File: config.mk
export PLATFORM = sky130hd
export DESIGN_NAME = lpm_ctrl
export DESIGN_NICKNAME = d
export VERILOG_FILES = /design/src/hdl/lpm_pkg.sv /design/src/hdl/lpm_ctrl.sv
export SDC_FILE = /design/constraint.sdc
export NUM_CORES = 1
export LEC_CHECK = 0
export ABC_CLOCK_PERIOD_IN_PS = 3150
export BUFFER_PORTS_ARGS = -buffer_cell sky130_fd_sc_hd__clkbuf_2
export CAP_MARGIN = 40
export CORE_MARGIN = 5
export CORE_UTILIZATION = 40
export CTS_CLUSTER_SIZE = 12
export DETAILED_ROUTE_END_ITERATION = 10
export HOLD_SLACK_MARGIN = 0.03
export PLACE_DENSITY = 0.61
export SKIP_CTS_REPAIR_TIMING = 1
export SLEW_MARGIN = 20
export SYNTH_ARGS = -nofsm -noshare
export SYNTH_HDL_FRONTEND = slang
export SYNTH_SLANG_ARGS = --single-unit
File: constraint.sdc
create_clock -name pclk -period 3.15 [get_ports pclk]
set_input_delay 0.4725 -clock pclk [delete_from_list [all_inputs] [get_ports pclk]]
set_output_delay 0.4725 -clock pclk [all_outputs]
set_load 0.005 [all_outputs]
File: src/hdl/lpm_pkg.sv
// package for the low power mode controller
package lpm_pkg;
   localparam logic [11:0] LPM_CTRL_OFF = 12'h000;
   localparam logic [11:0] LPM_STAT_OFF = 12'h004;
   localparam logic [11:0] LPM_WAKE_OFF = 12'h008;
   localparam logic [11:0] LPM_PVD_OFF = 12'h00C;
   localparam logic [31:0] LPM_CTRL_RST = 32'h00000000;
   localparam logic [31:0] LPM_WAKE_RST = 32'h00000000;
   localparam logic [31:0] LPM_PVD_RST = 32'h00000000;
   // ctrl field positions
   localparam int LPM_CTRL_MODE_LSB = 0;
   localparam int LPM_CTRL_RET_BIT = 4;
   localparam int LPM_CTRL_CLKSEL_BIT = 5;
   localparam int LPM_CTRL_RTC_BIT = 6;
   localparam int LPM_CTRL_IOCFG_LSB = 8;
   // pvd field positions
   localparam int LPM_PVD_EN_BIT = 0;
   localparam int LPM_PVD_FALL_BIT = 1;
   localparam int LPM_PVD_RISE_BIT = 2;
   localparam int LPM_PVD_FLAG_BIT = 3;
   localparam int LPM_WAKE_SRCS = 9;
   localparam int LPM_SYNC_DEPTH = 3;
   localparam int LPM_CLK_HZ = 25000000;
   localparam int LPM_CPU_LP_MAX_HZ = 2000000;
   localparam logic [4:0] LPM_LP_DIV = 5'(LPM_CLK_HZ / LPM_CPU_LP_MAX_HZ);

   typedef enum logic [2:0]
   {
      LPM_SEL_STOP0 = 3'h0,
      LPM_SEL_STOP1 = 3'h1,
      LPM_SEL_STOP2 = 3'h2,
      LPM_SEL_STANDBY = 3'h3,
      LPM_SEL_SHUTDOWN = 3'h4,
      LPM_SEL_SLEEP = 3'h5,
      LPM_SEL_LPRUN = 3'h6,
      LPM_SEL_RUN = 3'h7
   } lpm_sel_t;

   typedef enum logic [1:0]
   {
      LPM_CLK_MSI4 = 2'h0,
      LPM_CLK_MSI48 = 2'h1,
      LPM_CLK_INTERNAL_FAST_OSCILLATOR = 2'h2
   } lpm_clk_t;

   typedef struct packed
   {
      logic main_core_regulator;
      logic low_power_core_regulator;
      logic radio_analog_regulator;
      logic core_supply_domain;
      logic core_low_leak;
      logic brownout_supervisor;
      logic supply_level_detector;
      logic slow_osc_run;
      logic fast_osc_req_ok;
      logic cpu_clk_run;
      logic radio_wait_ok;
      logic main_ram_bank;
      logic retainable_ram_bank;
      logic second_aux_ram_bank;
      logic io_hold;
      logic rtc_run;
   } lpm_pwr_t;
endpackage : lpm_pkg

File: src/hdl/lpm_ctrl.sv
// low power mode controller with apb registers
`timescale 1ns/100ps
// Function
// - reset always lands in full run
// - main regulator in run, sleep, stop0
// - low-power regulator in lp modes, retention standby
// - all regulators off in shutdown; standby keeps only the low-power one for retention
// - lp run: cpu at 2 MHz, radio off
// - sleep stops only cpu clock, irq wakes
// - lp sleep only from lp run, returns there
// - stop keeps memories, slow oscillator running
// - stop0 main on, stop2 low leakage
// - fast oscillator requestable during stop
// - radio waits for events in stop
// - stop exit clock msi or internal_fast_oscillator
// - standby: core off, brownout active
// - standby loses rams except retainable bank
// - io hold configured state in standby
// - standby wake sources listed
// - standby wake clock is 16 MHz
// - brownout holds reset except in shutdown
// - voltage detector interrupt on chosen edges
// - higher of cpu and radio requests wins
// - shutdown wake clock is 4 MHz msi
module lpm_ctrl
   import lpm_pkg::*;
(
   input wire logic pclk,
   input wire logic presetn,
   input wire logic psel,
   input wire logic penable,
   input wire logic pwrite,
   input wire logic [11:0] paddr,
   input wire logic [31:0] pwdata,
   output logic [31:0] prdata,
   output logic pready,
   output logic pslverr,
   input wire logic cpu_wfi,
   input wire logic cpu_event,
   input wire logic [2:0] radio_req,
   input wire logic [LPM_WAKE_SRCS-1:0] wake_in,
   input wire logic supply_below_bor,
   input wire logic supply_below_pvd,
   input wire logic fast_osc_periph_req,
   output lpm_pwr_t pwr,
   output lpm_clk_t sys_clk_sel,
   output logic [1:0] io_state,
   output logic fast_osc_en,
   output logic cpu_clk_div_en,
   output logic brownout_reset,
   output logic pvd_irq
);
   typedef enum {ST_RUN, ST_SLEEP, ST_LPRUN, ST_LPSLEEP, ST_STOP, ST_STANDBY, ST_SHUTDOWN} lpm_st_t;

   lpm_st_t state_reg, state_next;
   lpm_sel_t stop_lvl_reg, stop_lvl_next;
   logic [31:0] ctrl_reg, ctrl_next;
   logic [31:0] wake_en_reg, wake_en_next;
   logic [31:0] pvd_reg, pvd_next;
   logic [31:0] prdata_next;
   logic pready_next, pslverr_next;
   lpm_pwr_t pwr_next;
   lpm_clk_t clk_reg, clk_next;
   logic [1:0] io_next;
   logic fast_osc_next, div_next, bor_next, irq_next;
   logic [LPM_WAKE_SRCS-1:0] wk_s1, wk_s2, wk_s3;
   logic [2:0] sup_s1, sup_s2, sup_s3;
   logic bor_lvl_reg, bor_lvl_next, pvd_lvl_reg, pvd_lvl_next;
   logic osc_lvl_reg, osc_lvl_next, pvd_set;
   logic wake_pend;
   lpm_sel_t sel, eff_sel;
   logic wr, rd;

   // three-stage synchronisers; a supply change counts once stages two and three agree, a wake counts only while both are high
   always_ff @(posedge pclk or negedge presetn)
   begin
      if (!presetn)
      begin
         wk_s1 <= '0;
         wk_s2 <= '0;
         wk_s3 <= '0;
         sup_s1 <= '0;
         sup_s2 <= '0;
         sup_s3 <= '0;
      end
      else
      begin
         wk_s1 <= wake_in;
         wk_s2 <= wk_s1;
         wk_s3 <= wk_s2;
         sup_s1 <= {fast_osc_periph_req, supply_below_pvd, supply_below_bor};
         sup_s2 <= sup_s1;
         sup_s3 <= sup_s2;
      end
   end

   assign wr = psel && penable && pwrite && pready;
   assign rd = psel && !penable && !pwrite;
   // polarity already folded by the pin logic; enable masks each source
   assign wake_pend = |(wk_s2 & wk_s3 & wake_en_reg[LPM_WAKE_SRCS-1:0]);
   assign sel = lpm_sel_t'(ctrl_reg[LPM_CTRL_MODE_LSB +: 3]);

   // apb slave and register writes
   always_comb
   begin
      ctrl_next = ctrl_reg;
      wake_en_next = wake_en_reg;
      pvd_next = pvd_reg;
      prdata_next = prdata;
      pready_next = 1'b0;
      pslverr_next = 1'b0;
      bor_lvl_next = bor_lvl_reg;
      pvd_lvl_next = pvd_lvl_reg;
      osc_lvl_next = osc_lvl_reg;
      pvd_set = 1'b0;
      if (sup_s2[0] == sup_s3[0])
         bor_lvl_next = sup_s3[0];
      if (sup_s2[1] == sup_s3[1])
         pvd_lvl_next = sup_s3[1];
      if (sup_s2[2] == sup_s3[2])
         osc_lvl_next = sup_s3[2];
      // detector edges; set beats a same-cycle clear
      if (pvd_reg[LPM_PVD_EN_BIT] && pvd_lvl_next != pvd_lvl_reg)
      begin
         if ((pvd_lvl_next && pvd_reg[LPM_PVD_FALL_BIT]) ||
            (!pvd_lvl_next && pvd_reg[LPM_PVD_RISE_BIT]))
         begin
            pvd_set = 1'b1;
            pvd_next[LPM_PVD_FLAG_BIT] = 1'b1;
         end
      end
      // one wait state: answer on the second access edge
      if (psel && penable && !pready)
      begin
         pready_next = 1'b1;
         if (paddr != LPM_CTRL_OFF && paddr != LPM_STAT_OFF &&
            paddr != LPM_WAKE_OFF && paddr != LPM_PVD_OFF)
            pslverr_next = 1'b1;
      end
      // writes land on the completing edge, while pready is high
      if (wr)
      begin
         if (paddr == LPM_CTRL_OFF)
            ctrl_next = pwdata;
         else if (paddr == LPM_WAKE_OFF)
            wake_en_next = pwdata;
         else if (paddr == LPM_PVD_OFF)
         begin
            pvd_next[LPM_PVD_RISE_BIT:LPM_PVD_EN_BIT] = pwdata[LPM_PVD_RISE_BIT:LPM_PVD_EN_BIT];
            if (pwdata[LPM_PVD_FLAG_BIT] && !pvd_set)
               pvd_next[LPM_PVD_FLAG_BIT] = 1'b0;
         end
      end
      if (rd)
      begin
         if (paddr == LPM_CTRL_OFF)
            prdata_next = ctrl_reg;
         else if (paddr == LPM_STAT_OFF)
            prdata_next = {24'h000000, 1'b0, stop_lvl_reg, 1'b0, 3'(state_reg)};
         else if (paddr == LPM_WAKE_OFF)
            prdata_next = wake_en_reg;
         else if (paddr == LPM_PVD_OFF)
            prdata_next = pvd_reg;
         else
            prdata_next = 32'h00000000;
      end
   end

   always_ff @(posedge pclk or negedge presetn)
   begin
      if (!presetn)
      begin
         ctrl_reg <= LPM_CTRL_RST;
         wake_en_reg <= LPM_WAKE_RST;
         pvd_reg <= LPM_PVD_RST;
         prdata <= 32'h00000000;
         pready <= 1'b0;
         pslverr <= 1'b0;
         bor_lvl_reg <= 1'b0;
         pvd_lvl_reg <= 1'b0;
         osc_lvl_reg <= 1'b0;
      end
      else
      begin
         ctrl_reg <= ctrl_next;
         wake_en_reg <= wake_en_next;
         pvd_reg <= pvd_next;
         prdata <= prdata_next;
         pready <= pready_next;
         pslverr <= pslverr_next;
         bor_lvl_reg <= bor_lvl_next;
         pvd_lvl_reg <= pvd_lvl_next;
         osc_lvl_reg <= osc_lvl_next;
      end
   end

   // mode sequencer
   always_comb
   begin
      state_next = state_reg;
      stop_lvl_next = stop_lvl_reg;
      clk_next = clk_reg;
      // the higher code wins, whether it is the deeper request or not
      eff_sel = (radio_req > sel) ? lpm_sel_t'(radio_req) : sel;
      case (state_reg)
         ST_RUN:
         begin
            if (cpu_wfi && !wake_pend && !cpu_event)
            begin
               if (eff_sel == LPM_SEL_SLEEP)
                  state_next = ST_SLEEP;
               else if (eff_sel == LPM_SEL_LPRUN && radio_req == LPM_SEL_STOP0)
                  state_next = ST_LPRUN;
               else if (eff_sel <= LPM_SEL_STOP2)
               begin
                  state_next = ST_STOP;
                  stop_lvl_next = eff_sel;
               end
               else if (eff_sel == LPM_SEL_STANDBY)
                  state_next = ST_STANDBY;
               else if (eff_sel == LPM_SEL_SHUTDOWN)
                  state_next = ST_SHUTDOWN;
            end
         end
         ST_SLEEP:
            if (cpu_event || wake_pend)
               state_next = ST_RUN;
         ST_LPRUN:
         begin
            if (sel == LPM_SEL_RUN || radio_req > LPM_SEL_STOP0)
               state_next = ST_RUN;
            else if (cpu_wfi && !wake_pend && !cpu_event && sel == LPM_SEL_SLEEP)
               state_next = ST_LPSLEEP;
         end
         ST_LPSLEEP:
            if (cpu_event || wake_pend)
               state_next = ST_LPRUN;
         ST_STOP:
            if (wake_pend || cpu_event || radio_req > LPM_SEL_STOP2)
            begin
               state_next = ST_RUN;
               // radio in use forces the 16 MHz oscillator
               clk_next = (ctrl_reg[LPM_CTRL_CLKSEL_BIT] || radio_req != LPM_SEL_STOP0)
                  ? LPM_CLK_INTERNAL_FAST_OSCILLATOR : LPM_CLK_MSI48;
            end
         ST_STANDBY:
            if (wake_pend || radio_req > LPM_SEL_STANDBY)
            begin
               state_next = ST_RUN;
               clk_next = LPM_CLK_INTERNAL_FAST_OSCILLATOR;
            end
         ST_SHUTDOWN:
            if (wake_pend)
            begin
               state_next = ST_RUN;
               clk_next = LPM_CLK_MSI4;
            end
         default:
            state_next = ST_RUN;
      endcase
      // brownout overrides any mode except shutdown
      if (bor_lvl_reg && state_reg != ST_SHUTDOWN)
      begin
         state_next = ST_RUN;
         clk_next = LPM_CLK_MSI4;
      end
   end

   always_ff @(posedge pclk or negedge presetn)
   begin
      if (!presetn)
      begin
         state_reg <= ST_RUN;
         stop_lvl_reg <= LPM_SEL_STOP0;
         clk_reg <= LPM_CLK_MSI4;
      end
      else
      begin
         state_reg <= state_next;
         stop_lvl_reg <= stop_lvl_next;
         clk_reg <= clk_next;
      end
   end

   // power domain decode, registered for clean outputs
   always_comb
   begin
      pwr_next = '0;
      pwr_next.brownout_supervisor = 1'b1;
      pwr_next.supply_level_detector = pvd_reg[LPM_PVD_EN_BIT];
      pwr_next.slow_osc_run = 1'b1;
      pwr_next.rtc_run = 1'b1;
      pwr_next.core_supply_domain = 1'b1;
      pwr_next.main_ram_bank = 1'b1;
      pwr_next.retainable_ram_bank = 1'b1;
      pwr_next.second_aux_ram_bank = 1'b1;
      io_next = 2'h0;
      div_next = 1'b0;
      fast_osc_next = 1'b0;
      case (state_next)
         ST_RUN, ST_SLEEP:
         begin
            pwr_next.main_core_regulator = 1'b1;
            pwr_next.radio_analog_regulator = 1'b1;
            pwr_next.radio_wait_ok = 1'b1;
            pwr_next.cpu_clk_run = (state_next == ST_RUN);
         end
         ST_LPRUN, ST_LPSLEEP:
         begin
            pwr_next.low_power_core_regulator = 1'b1;
            pwr_next.cpu_clk_run = (state_next == ST_LPRUN);
            div_next = 1'b1;
            fast_osc_next = osc_lvl_next;
         end
         ST_STOP:
         begin
            pwr_next.main_core_regulator = (stop_lvl_next == LPM_SEL_STOP0);
            pwr_next.low_power_core_regulator = (stop_lvl_next != LPM_SEL_STOP0);
            pwr_next.core_low_leak = (stop_lvl_next == LPM_SEL_STOP2);
            pwr_next.radio_analog_regulator = 1'b1;
            pwr_next.radio_wait_ok = 1'b1;
            pwr_next.fast_osc_req_ok = 1'b1;
            fast_osc_next = osc_lvl_next;
            pwr_next.rtc_run = ctrl_reg[LPM_CTRL_RTC_BIT];
         end
         ST_STANDBY:
         begin
            pwr_next.core_supply_domain = 1'b0;
            pwr_next.supply_level_detector = 1'b0;
            pwr_next.main_ram_bank = 1'b0;
            pwr_next.second_aux_ram_bank = 1'b0;
            pwr_next.retainable_ram_bank = ctrl_reg[LPM_CTRL_RET_BIT];
            // regulators stay off except retention supply
            pwr_next.low_power_core_regulator = ctrl_reg[LPM_CTRL_RET_BIT];
            pwr_next.io_hold = 1'b1;
            io_next = ctrl_reg[LPM_CTRL_IOCFG_LSB +: 2];
            pwr_next.rtc_run = ctrl_reg[LPM_CTRL_RTC_BIT];
            pwr_next.radio_wait_ok = 1'b1;
         end
         ST_SHUTDOWN:
         begin
            pwr_next = '0;
            pwr_next.slow_osc_run = 1'b1;
            pwr_next.rtc_run = ctrl_reg[LPM_CTRL_RTC_BIT];
            pwr_next.io_hold = 1'b1;
            io_next = ctrl_reg[LPM_CTRL_IOCFG_LSB +: 2];
         end
         default:
            pwr_next.main_core_regulator = 1'b1;
      endcase
      bor_next = bor_lvl_next && state_reg != ST_SHUTDOWN;
      irq_next = pvd_next[LPM_PVD_FLAG_BIT] && pvd_next[LPM_PVD_EN_BIT];
   end

   always_ff @(posedge pclk or negedge presetn)
   begin
      if (!presetn)
      begin
         pwr <= '0;
         sys_clk_sel <= LPM_CLK_MSI4;
         io_state <= 2'h0;
         fast_osc_en <= 1'b0;
         cpu_clk_div_en <= 1'b0;
         brownout_reset <= 1'b0;
         pvd_irq <= 1'b0;
      end
      else
      begin
         pwr <= pwr_next;
         sys_clk_sel <= clk_next;
         io_state <= io_next;
         fast_osc_en <= fast_osc_next;
         cpu_clk_div_en <= div_next;
         brownout_reset <= bor_next;
         pvd_irq <= irq_next;
      end
   end
endmodule : lpm_ctrl

Word-level counts from Yosys, hierarchy flattened
Cells that the tools add are included.
Storage, ports and cells
  register bits after elaboration: 200
  output and inout bits: 58
  logic and storage cells: 200
Operators by class
  $lt $le $gt $ge: 5
  equal/unequal tests: 34
  multiplexer cells: 61
  bitwise operators: 4
  reductions and logical operators: 56
Operators with widths (count)
  32-bit 2-to-1 mux: 17
  32-bit by 3-bit == test with 1-bit output, second input constant: 7
  32-bit case mux with 7 select lines: 1
  32-bit by 2-bit == test with 1-bit output, second input constant: 4
  32-bit logical NOT: 3
  32-bit by 1-bit == test with 1-bit output, second input constant: 2
  32-bit by 4-bit != test with 1-bit output, second input constant: 1
  12-bit by 4-bit == test with 1-bit output, second input constant: 2
  12-bit by 4-bit != test with 1-bit output, second input constant: 2
  1-bit 2-to-1 mux: 21
  1-bit logical AND: 20
  4-bit 2-to-1 mux: 5
  9-bit AND: 2
  3-bit 2-to-1 mux: 6
  3-bit == test, second input constant: 5
  12-bit by 3-bit == test with 1-bit output, second input constant: 1
  12-bit logical NOT: 1
  2-bit 2-to-1 mux: 6
  12-bit by 3-bit != test with 1-bit output, second input constant: 1
  12-bit nonzero test: 1
  3-bit != test, second input constant: 3
  3-bit OR reduction: 3
  9-bit OR reduction: 1
  4-bit case mux with 2 select lines: 1
  other kinds (21): 44

Longest topological paths before layout
  word-level depth: 15
  gate-level depth with buffers: 12

Worst setup path before layout
OpenSTA, ideal clock, no wires.
  path type: input port to flip-flop
  start: input radio_req[2]
  end: register io_state[0]
  data arrival time: 2496 ps
  setup slack: 535 ps
  cell stages on the path: 9
  buffers on the path: 0
  cells stage by stage: ha_1 -> and3_1 -> a21oi_2 -> mux2i_1 -> a311oi_1 -> o32ai_4 -> xnor2_1 -> nor2_4 -> and2_1
Between the ends
  longest elaborated chain between the ends: 14
  elaborated cells between the ends (all ways): 30
  those cells by class: 5 x order compare; 6 x eq/ne; 13 x mux; 6 x reduce/logical
RTL lines
  start: declaration: RTL line lpm_ctrl.sv:40  | input wire logic [2:0] radio_req,
  3-bit > comparator: RTL line lpm_ctrl.sv:204  | eff_sel = (radio_req > sel) ? lpm_sel_t'(radio_req) : sel;
  3-bit 2-to-1 mux: RTL line lpm_ctrl.sv:204
  3-bit == test: RTL line lpm_ctrl.sv:221  | else if (eff_sel == LPM_SEL_SHUTDOWN)
  32-bit 2-to-1 mux: RTL line lpm_ctrl.sv:221
  32-bit 2-to-1 mux: RTL line lpm_ctrl.sv:219  | else if (eff_sel == LPM_SEL_STANDBY)
  32-bit 2-to-1 mux: RTL line lpm_ctrl.sv:214  | else if (eff_sel <= LPM_SEL_STOP2)
  32-bit 2-to-1 mux: RTL line lpm_ctrl.sv:212  | else if (eff_sel == LPM_SEL_LPRUN && radio_req == LPM_SEL_STOP0)
  32-bit 2-to-1 mux: RTL line lpm_ctrl.sv:210  | if (eff_sel == LPM_SEL_SLEEP)
  32-bit 2-to-1 mux: RTL line lpm_ctrl.sv:208  | if (cpu_wfi && !wake_pend && !cpu_event)
  32-bit case mux with 7 select lines *: RTL line lpm_ctrl.sv:205  | case (state_reg)
  32-bit 2-to-1 mux *: RTL line lpm_ctrl.sv:262  | if (bor_lvl_reg && state_reg != ST_SHUTDOWN)
  32-bit by 3-bit == test with 1-bit output: RTL line lpm_ctrl.sv:300  | case (state_next)
  2-bit OR reduction (no line) *
  2-bit 2-to-1 mux *: RTL line lpm_ctrl.sv:300
  named net io_next[0]: RTL line lpm_ctrl.sv:64  | logic [1:0] io_next;
  end signal: assignment: RTL line lpm_ctrl.sv:371  | io_state <= io_next;
  end: declaration: RTL line lpm_ctrl.sv:47  | output logic [1:0] io_state,
The timed path passes the listed nets; every way through them passes the cells marked *.
A chain may end at the register's enable or synchronous reset.

Worst setup path in the final report
  start: register ctrl_reg[2]
  end: register io_state[0]
Between the ends
  longest elaborated chain between the ends: 14
  elaborated cells between the ends (all ways): 26
  those cells by class: 2 x order compare; 8 x eq/ne; 12 x mux; 4 x reduce/logical
RTL lines
  start: declaration: RTL line lpm_ctrl.sv:57  | logic [31:0] ctrl_reg, ctrl_next;
  start signal: assignment: RTL line lpm_ctrl.sv:185  | ctrl_reg <= ctrl_next;
  3-bit > comparator: RTL line lpm_ctrl.sv:204
  3-bit 2-to-1 mux: RTL line lpm_ctrl.sv:204
  3-bit == test: RTL line lpm_ctrl.sv:221
  32-bit 2-to-1 mux: RTL line lpm_ctrl.sv:221
  32-bit 2-to-1 mux: RTL line lpm_ctrl.sv:219
  32-bit 2-to-1 mux: RTL line lpm_ctrl.sv:214
  32-bit 2-to-1 mux: RTL line lpm_ctrl.sv:212
  32-bit 2-to-1 mux: RTL line lpm_ctrl.sv:210
  32-bit 2-to-1 mux: RTL line lpm_ctrl.sv:208
  32-bit case mux with 7 select lines *: RTL line lpm_ctrl.sv:205
  32-bit 2-to-1 mux *: RTL line lpm_ctrl.sv:262
  32-bit by 3-bit == test with 1-bit output: RTL line lpm_ctrl.sv:300
  2-bit OR reduction (no line) *
  2-bit 2-to-1 mux *: RTL line lpm_ctrl.sv:300
  named net io_next[0]: RTL line lpm_ctrl.sv:64
Marks and branches as above.

==> metrics.md <==
| Metric | Value |
|---|---|
| Row count | `50` |
| First-pass GRT wire length | `28.0 mm` |
| Worst path required time | `3.46 ns` |
| Core Region | `18,800 µm²` |
| Crit path launch | `ctrl_reg[2]$_DFFE_PN0P_` |
| Max Fclk | `0.353 GHz` |
| Reg clk slew, reported paths | `0.07 ns` |
| Top delay family on crit path | `compound AO/OA/AOI/OAI gates` |
| Crit start category | `flop` |
| Hold WS | `0.0621 ns` |
| Critical path cell sequence | `inv_1, ha_1, a21oi_1, nand2_1, mux2_2, o2111ai_1, o32ai_4, xnor2_1, nor2_4, and2_1` |
| CTS tree | `built` |
| Worst setup EP type | `flop` |
| Area share of the largest cell type after synthesis | `64.7%` |
| CP arrival | `3.14 ns` |
| Gr usage total | `16.2%` |
| Top post-synthesis cells by count | `198 x dfrtp_1, 59 x mux2_2, 54 x nand2_1, 37 x mux2i_1, 37 x o21ai_0` |
| Slew Limit Fails | `0` |
| Slew HR | `54.7%` |
| Detail Route Antenna Nets | `0` |
| Synth area leaders | `dfrtp_1 65%, mux2_2 8.7%, mux2i_1 4.8%, nand2_1 2.6%, o21ai_0 2.4%` |
| Die height | `148 µm` |
| Dpl hpwl | `12.5 mm` |
| Cts bufs inserted | `17` |
| Routability cong. | `0.882` |
| Synth Flop Type | `dfrtp_1` |
| Synth Area per Inst | `13.2 µm²` |
| CTS sink cnt | `198` |
| Reg2Reg Launch Point | `ctrl_reg[2]$_DFFE_PN0P_` |
| Critical setup path kind | `flop to flop` |
| Die X | `148 µm` |
| Status | `finished, final reports clean` |
| PwrDens | `530 nW/µm²` |
| I/O pin cnt | `124` |
| Most frequent cell after synthesis | `dfrtp_1` |
| DRC violations left | `0` |
| RSZ-0062 raised after global routing | `no` |
| Ys async rst share | `100%` |
| Synthesized area | `7650 µm²` |
| Routed len/inst | `17.4 µm` |
| Detailed Routing Iterations Pass 1 | `5` |
| Period utilisation layout | `89.8%` |
| Most used routing layer | `met2` |
| Initial antenna violation count | `0` |
| Vias | `4,947` |
| Min Tclk post-route | `2.83 ns` |
| GR Util met2 | `26.5%` |
| Synth Instances | `581` |
| Endpoints failing setup | `0` |
| Number of global-route vias before repair | `5,262` |
| N_diodes | `0` |
| Vias per cell | `5.01` |
| Leakage power | `4.52 nW` |
| Clock tree buffer depth | `2` |
| Die area | `22,000 µm²` |
| CP max stage delay | `0.42 ns` |
| Slowest CP cell | `dfrtp_1` |
| Synth-to-layout area growth | `21.4%` |
| Seq/Total Area, Yosys | `64.7%` |
| Hold Vio Cnt, Final | `0` |
| Remaining Overflow, GRT | `0` |
| R2R Setup Slk | `0.32 ns` |
| CTS root buf | `clkbuf_16` |
| CP max FO | `8` |
| Slew @ Worst Pin | `0.680 ns` |
| H-tree depth | `4` |
| Starting Density | `40.8%` |
| Met1 Usage GRT | `21.6%` |
| Number of synthesized flops with an enable pin | `0` |
| Yosys warnings | `0` |
| Largest net degree at the start of global routing | `88` |
| #FFs+latches synth | `198` |
| Buf+Inv Stages, Crit Path | `1` |
| Net total in the final layout | `809` |
| GRT met3 Usage | `3.99%` |
| Max Cap Viol | `0` |
| Setup TNS | `0 ns` |
| Input/output buffers | `123` |
| Fraction of layout cells with a size suffix above 1 | `32.1%` |
| Routed wire length | `17.2 mm` |
| DR iter-0 viols | `251` |
| Unique masters post-synth | `57` |
| Skew final | `0.0114 ns` |
| Leading area contributor after synthesis | `dfrtp_1` |
| Worst VDD drop | `0.318 mV` |
| Worst-skew pair later-pin latency | `0.42 ns` |
| HP Class | `input port to async pin` |
-- worst paths after layout --
path,cells past startpoint,to
hold / removal,1,state_reg[7]$_DFF_PN0_
setup reg to reg,10,io_state[0]$_DFF_PN0_
max in group asynchronous,2,wake_en_reg[23]$_DFFE_PN0P_
min in group pclk,1,wk_s1[6]$_DFF_PN0_
hold reg to reg,0,wk_s2[2]$_DFF_PN0_
setup / recovery,10,io_state[0]$_DFF_PN0_
-- cells in the final DEF (no fill, tap or decap), types with 2 or more instances in the layout --
master / netlist / routed
dfrtp_1: 198 / 198
clkbuf_2: 0 / 122
mux2_2: 59 / 59
nand2_1: 54 / 54
o21ai_0: 37 / 37
mux2i_1: 37 / 37
conb_1: 2 / 30
nor2_1: 21 / 21
clkbuf_16: 0 / 17
nand3_1: 15 / 15
a21oi_1: 13 / 13
buf_4: 2 / 12
and2_1: 9 / 9
nor4_1: 9 / 9
inv_1: 8 / 8
nor3_1: 9 / 8
nand4_1: 7 / 7
nand2b_1: 6 / 6
o31ai_1: 6 / 6
mux2_1: 6 / 6
or3_1: 5 / 5
nor2b_1: 5 / 5
o21a_1: 5 / 5
inv_6: 0 / 4
maj3_1: 3 / 3
ha_1: 3 / 3
clkinv_8: 0 / 3
and3_1: 2 / 2
nor3_2: 2 / 2
o21bai_1: 2 / 2
inv_2: 2 / 2
a21boi_0: 2 / 2
o32ai_4: 2 / 2
a31oi_1: 2 / 2
o41ai_1: 2 / 2
clkinv_2: 0 / 2
inv_8: 0 / 2
-- power breakdown --
part	internal (mW)	switching, mW	leakage [nW]	total [mW]
registers	2.59	0.0203	2.54	2.61
clock network	1.13	1.00	0.288	2.14
logic	0.0652	0.121	1.69	0.186
total	3.79	1.15	4.52	4.93
-- final cells by class --
cell class	instances	area, µm²
fillers	1678	9470
flip-flops and latches	198	4950
multi-input cells	375	2670
repair buffers	137	746
clock buffers	18	429
well taps	234	293
clock inverters	14	163
inverters	11	41.3
-- cells by family (layout without fill, tap and decap cells) --
| group | count (synthesis) | after routing | synth area share, % |
|---|---|---|---|
| xor gates and xnor gates | 1 | 1 | 0.114 |
| buffers and inverters | 36 | 180 | 2.01 |
| muxes | 103 | 103 | 14.7 |
| AOI/OAI and AO/OA | 83 | 83 | 7.44 |
| adders and majority gates | 6 | 6 | 0.883 |
| other | 2 | 30 | 0.0981 |
| and+or+nand+nor | 152 | 152 | 10.0 |
| DFF | 198 | 198 | 64.7 |
-- routing by layer --
metal	share of wire (%)	up-vias	wire, µm
li1	-	2335	-
met1	45	2482	7740
met2	49	117	8460
met3	4.4	13	763
met4	1.3	0	216
met5	0	-	0
-- stage by stage --
step	instances	setup slack (ns)	power (mW)	util, %	instance area, µm²
after CTS	986	0.213	5.00	49.4	9280
after floorplan	609	0.535	2.71	-	7760
after global routing	987	0.115	5.13	49.5	9300
after detailed placement	954	0.0824	2.85	46.3	8690
after global placement	954	0.196	2.84	46.3	8690
final	987	0.320	4.93	49.5	9300
(Power assumes the default switching activity.)
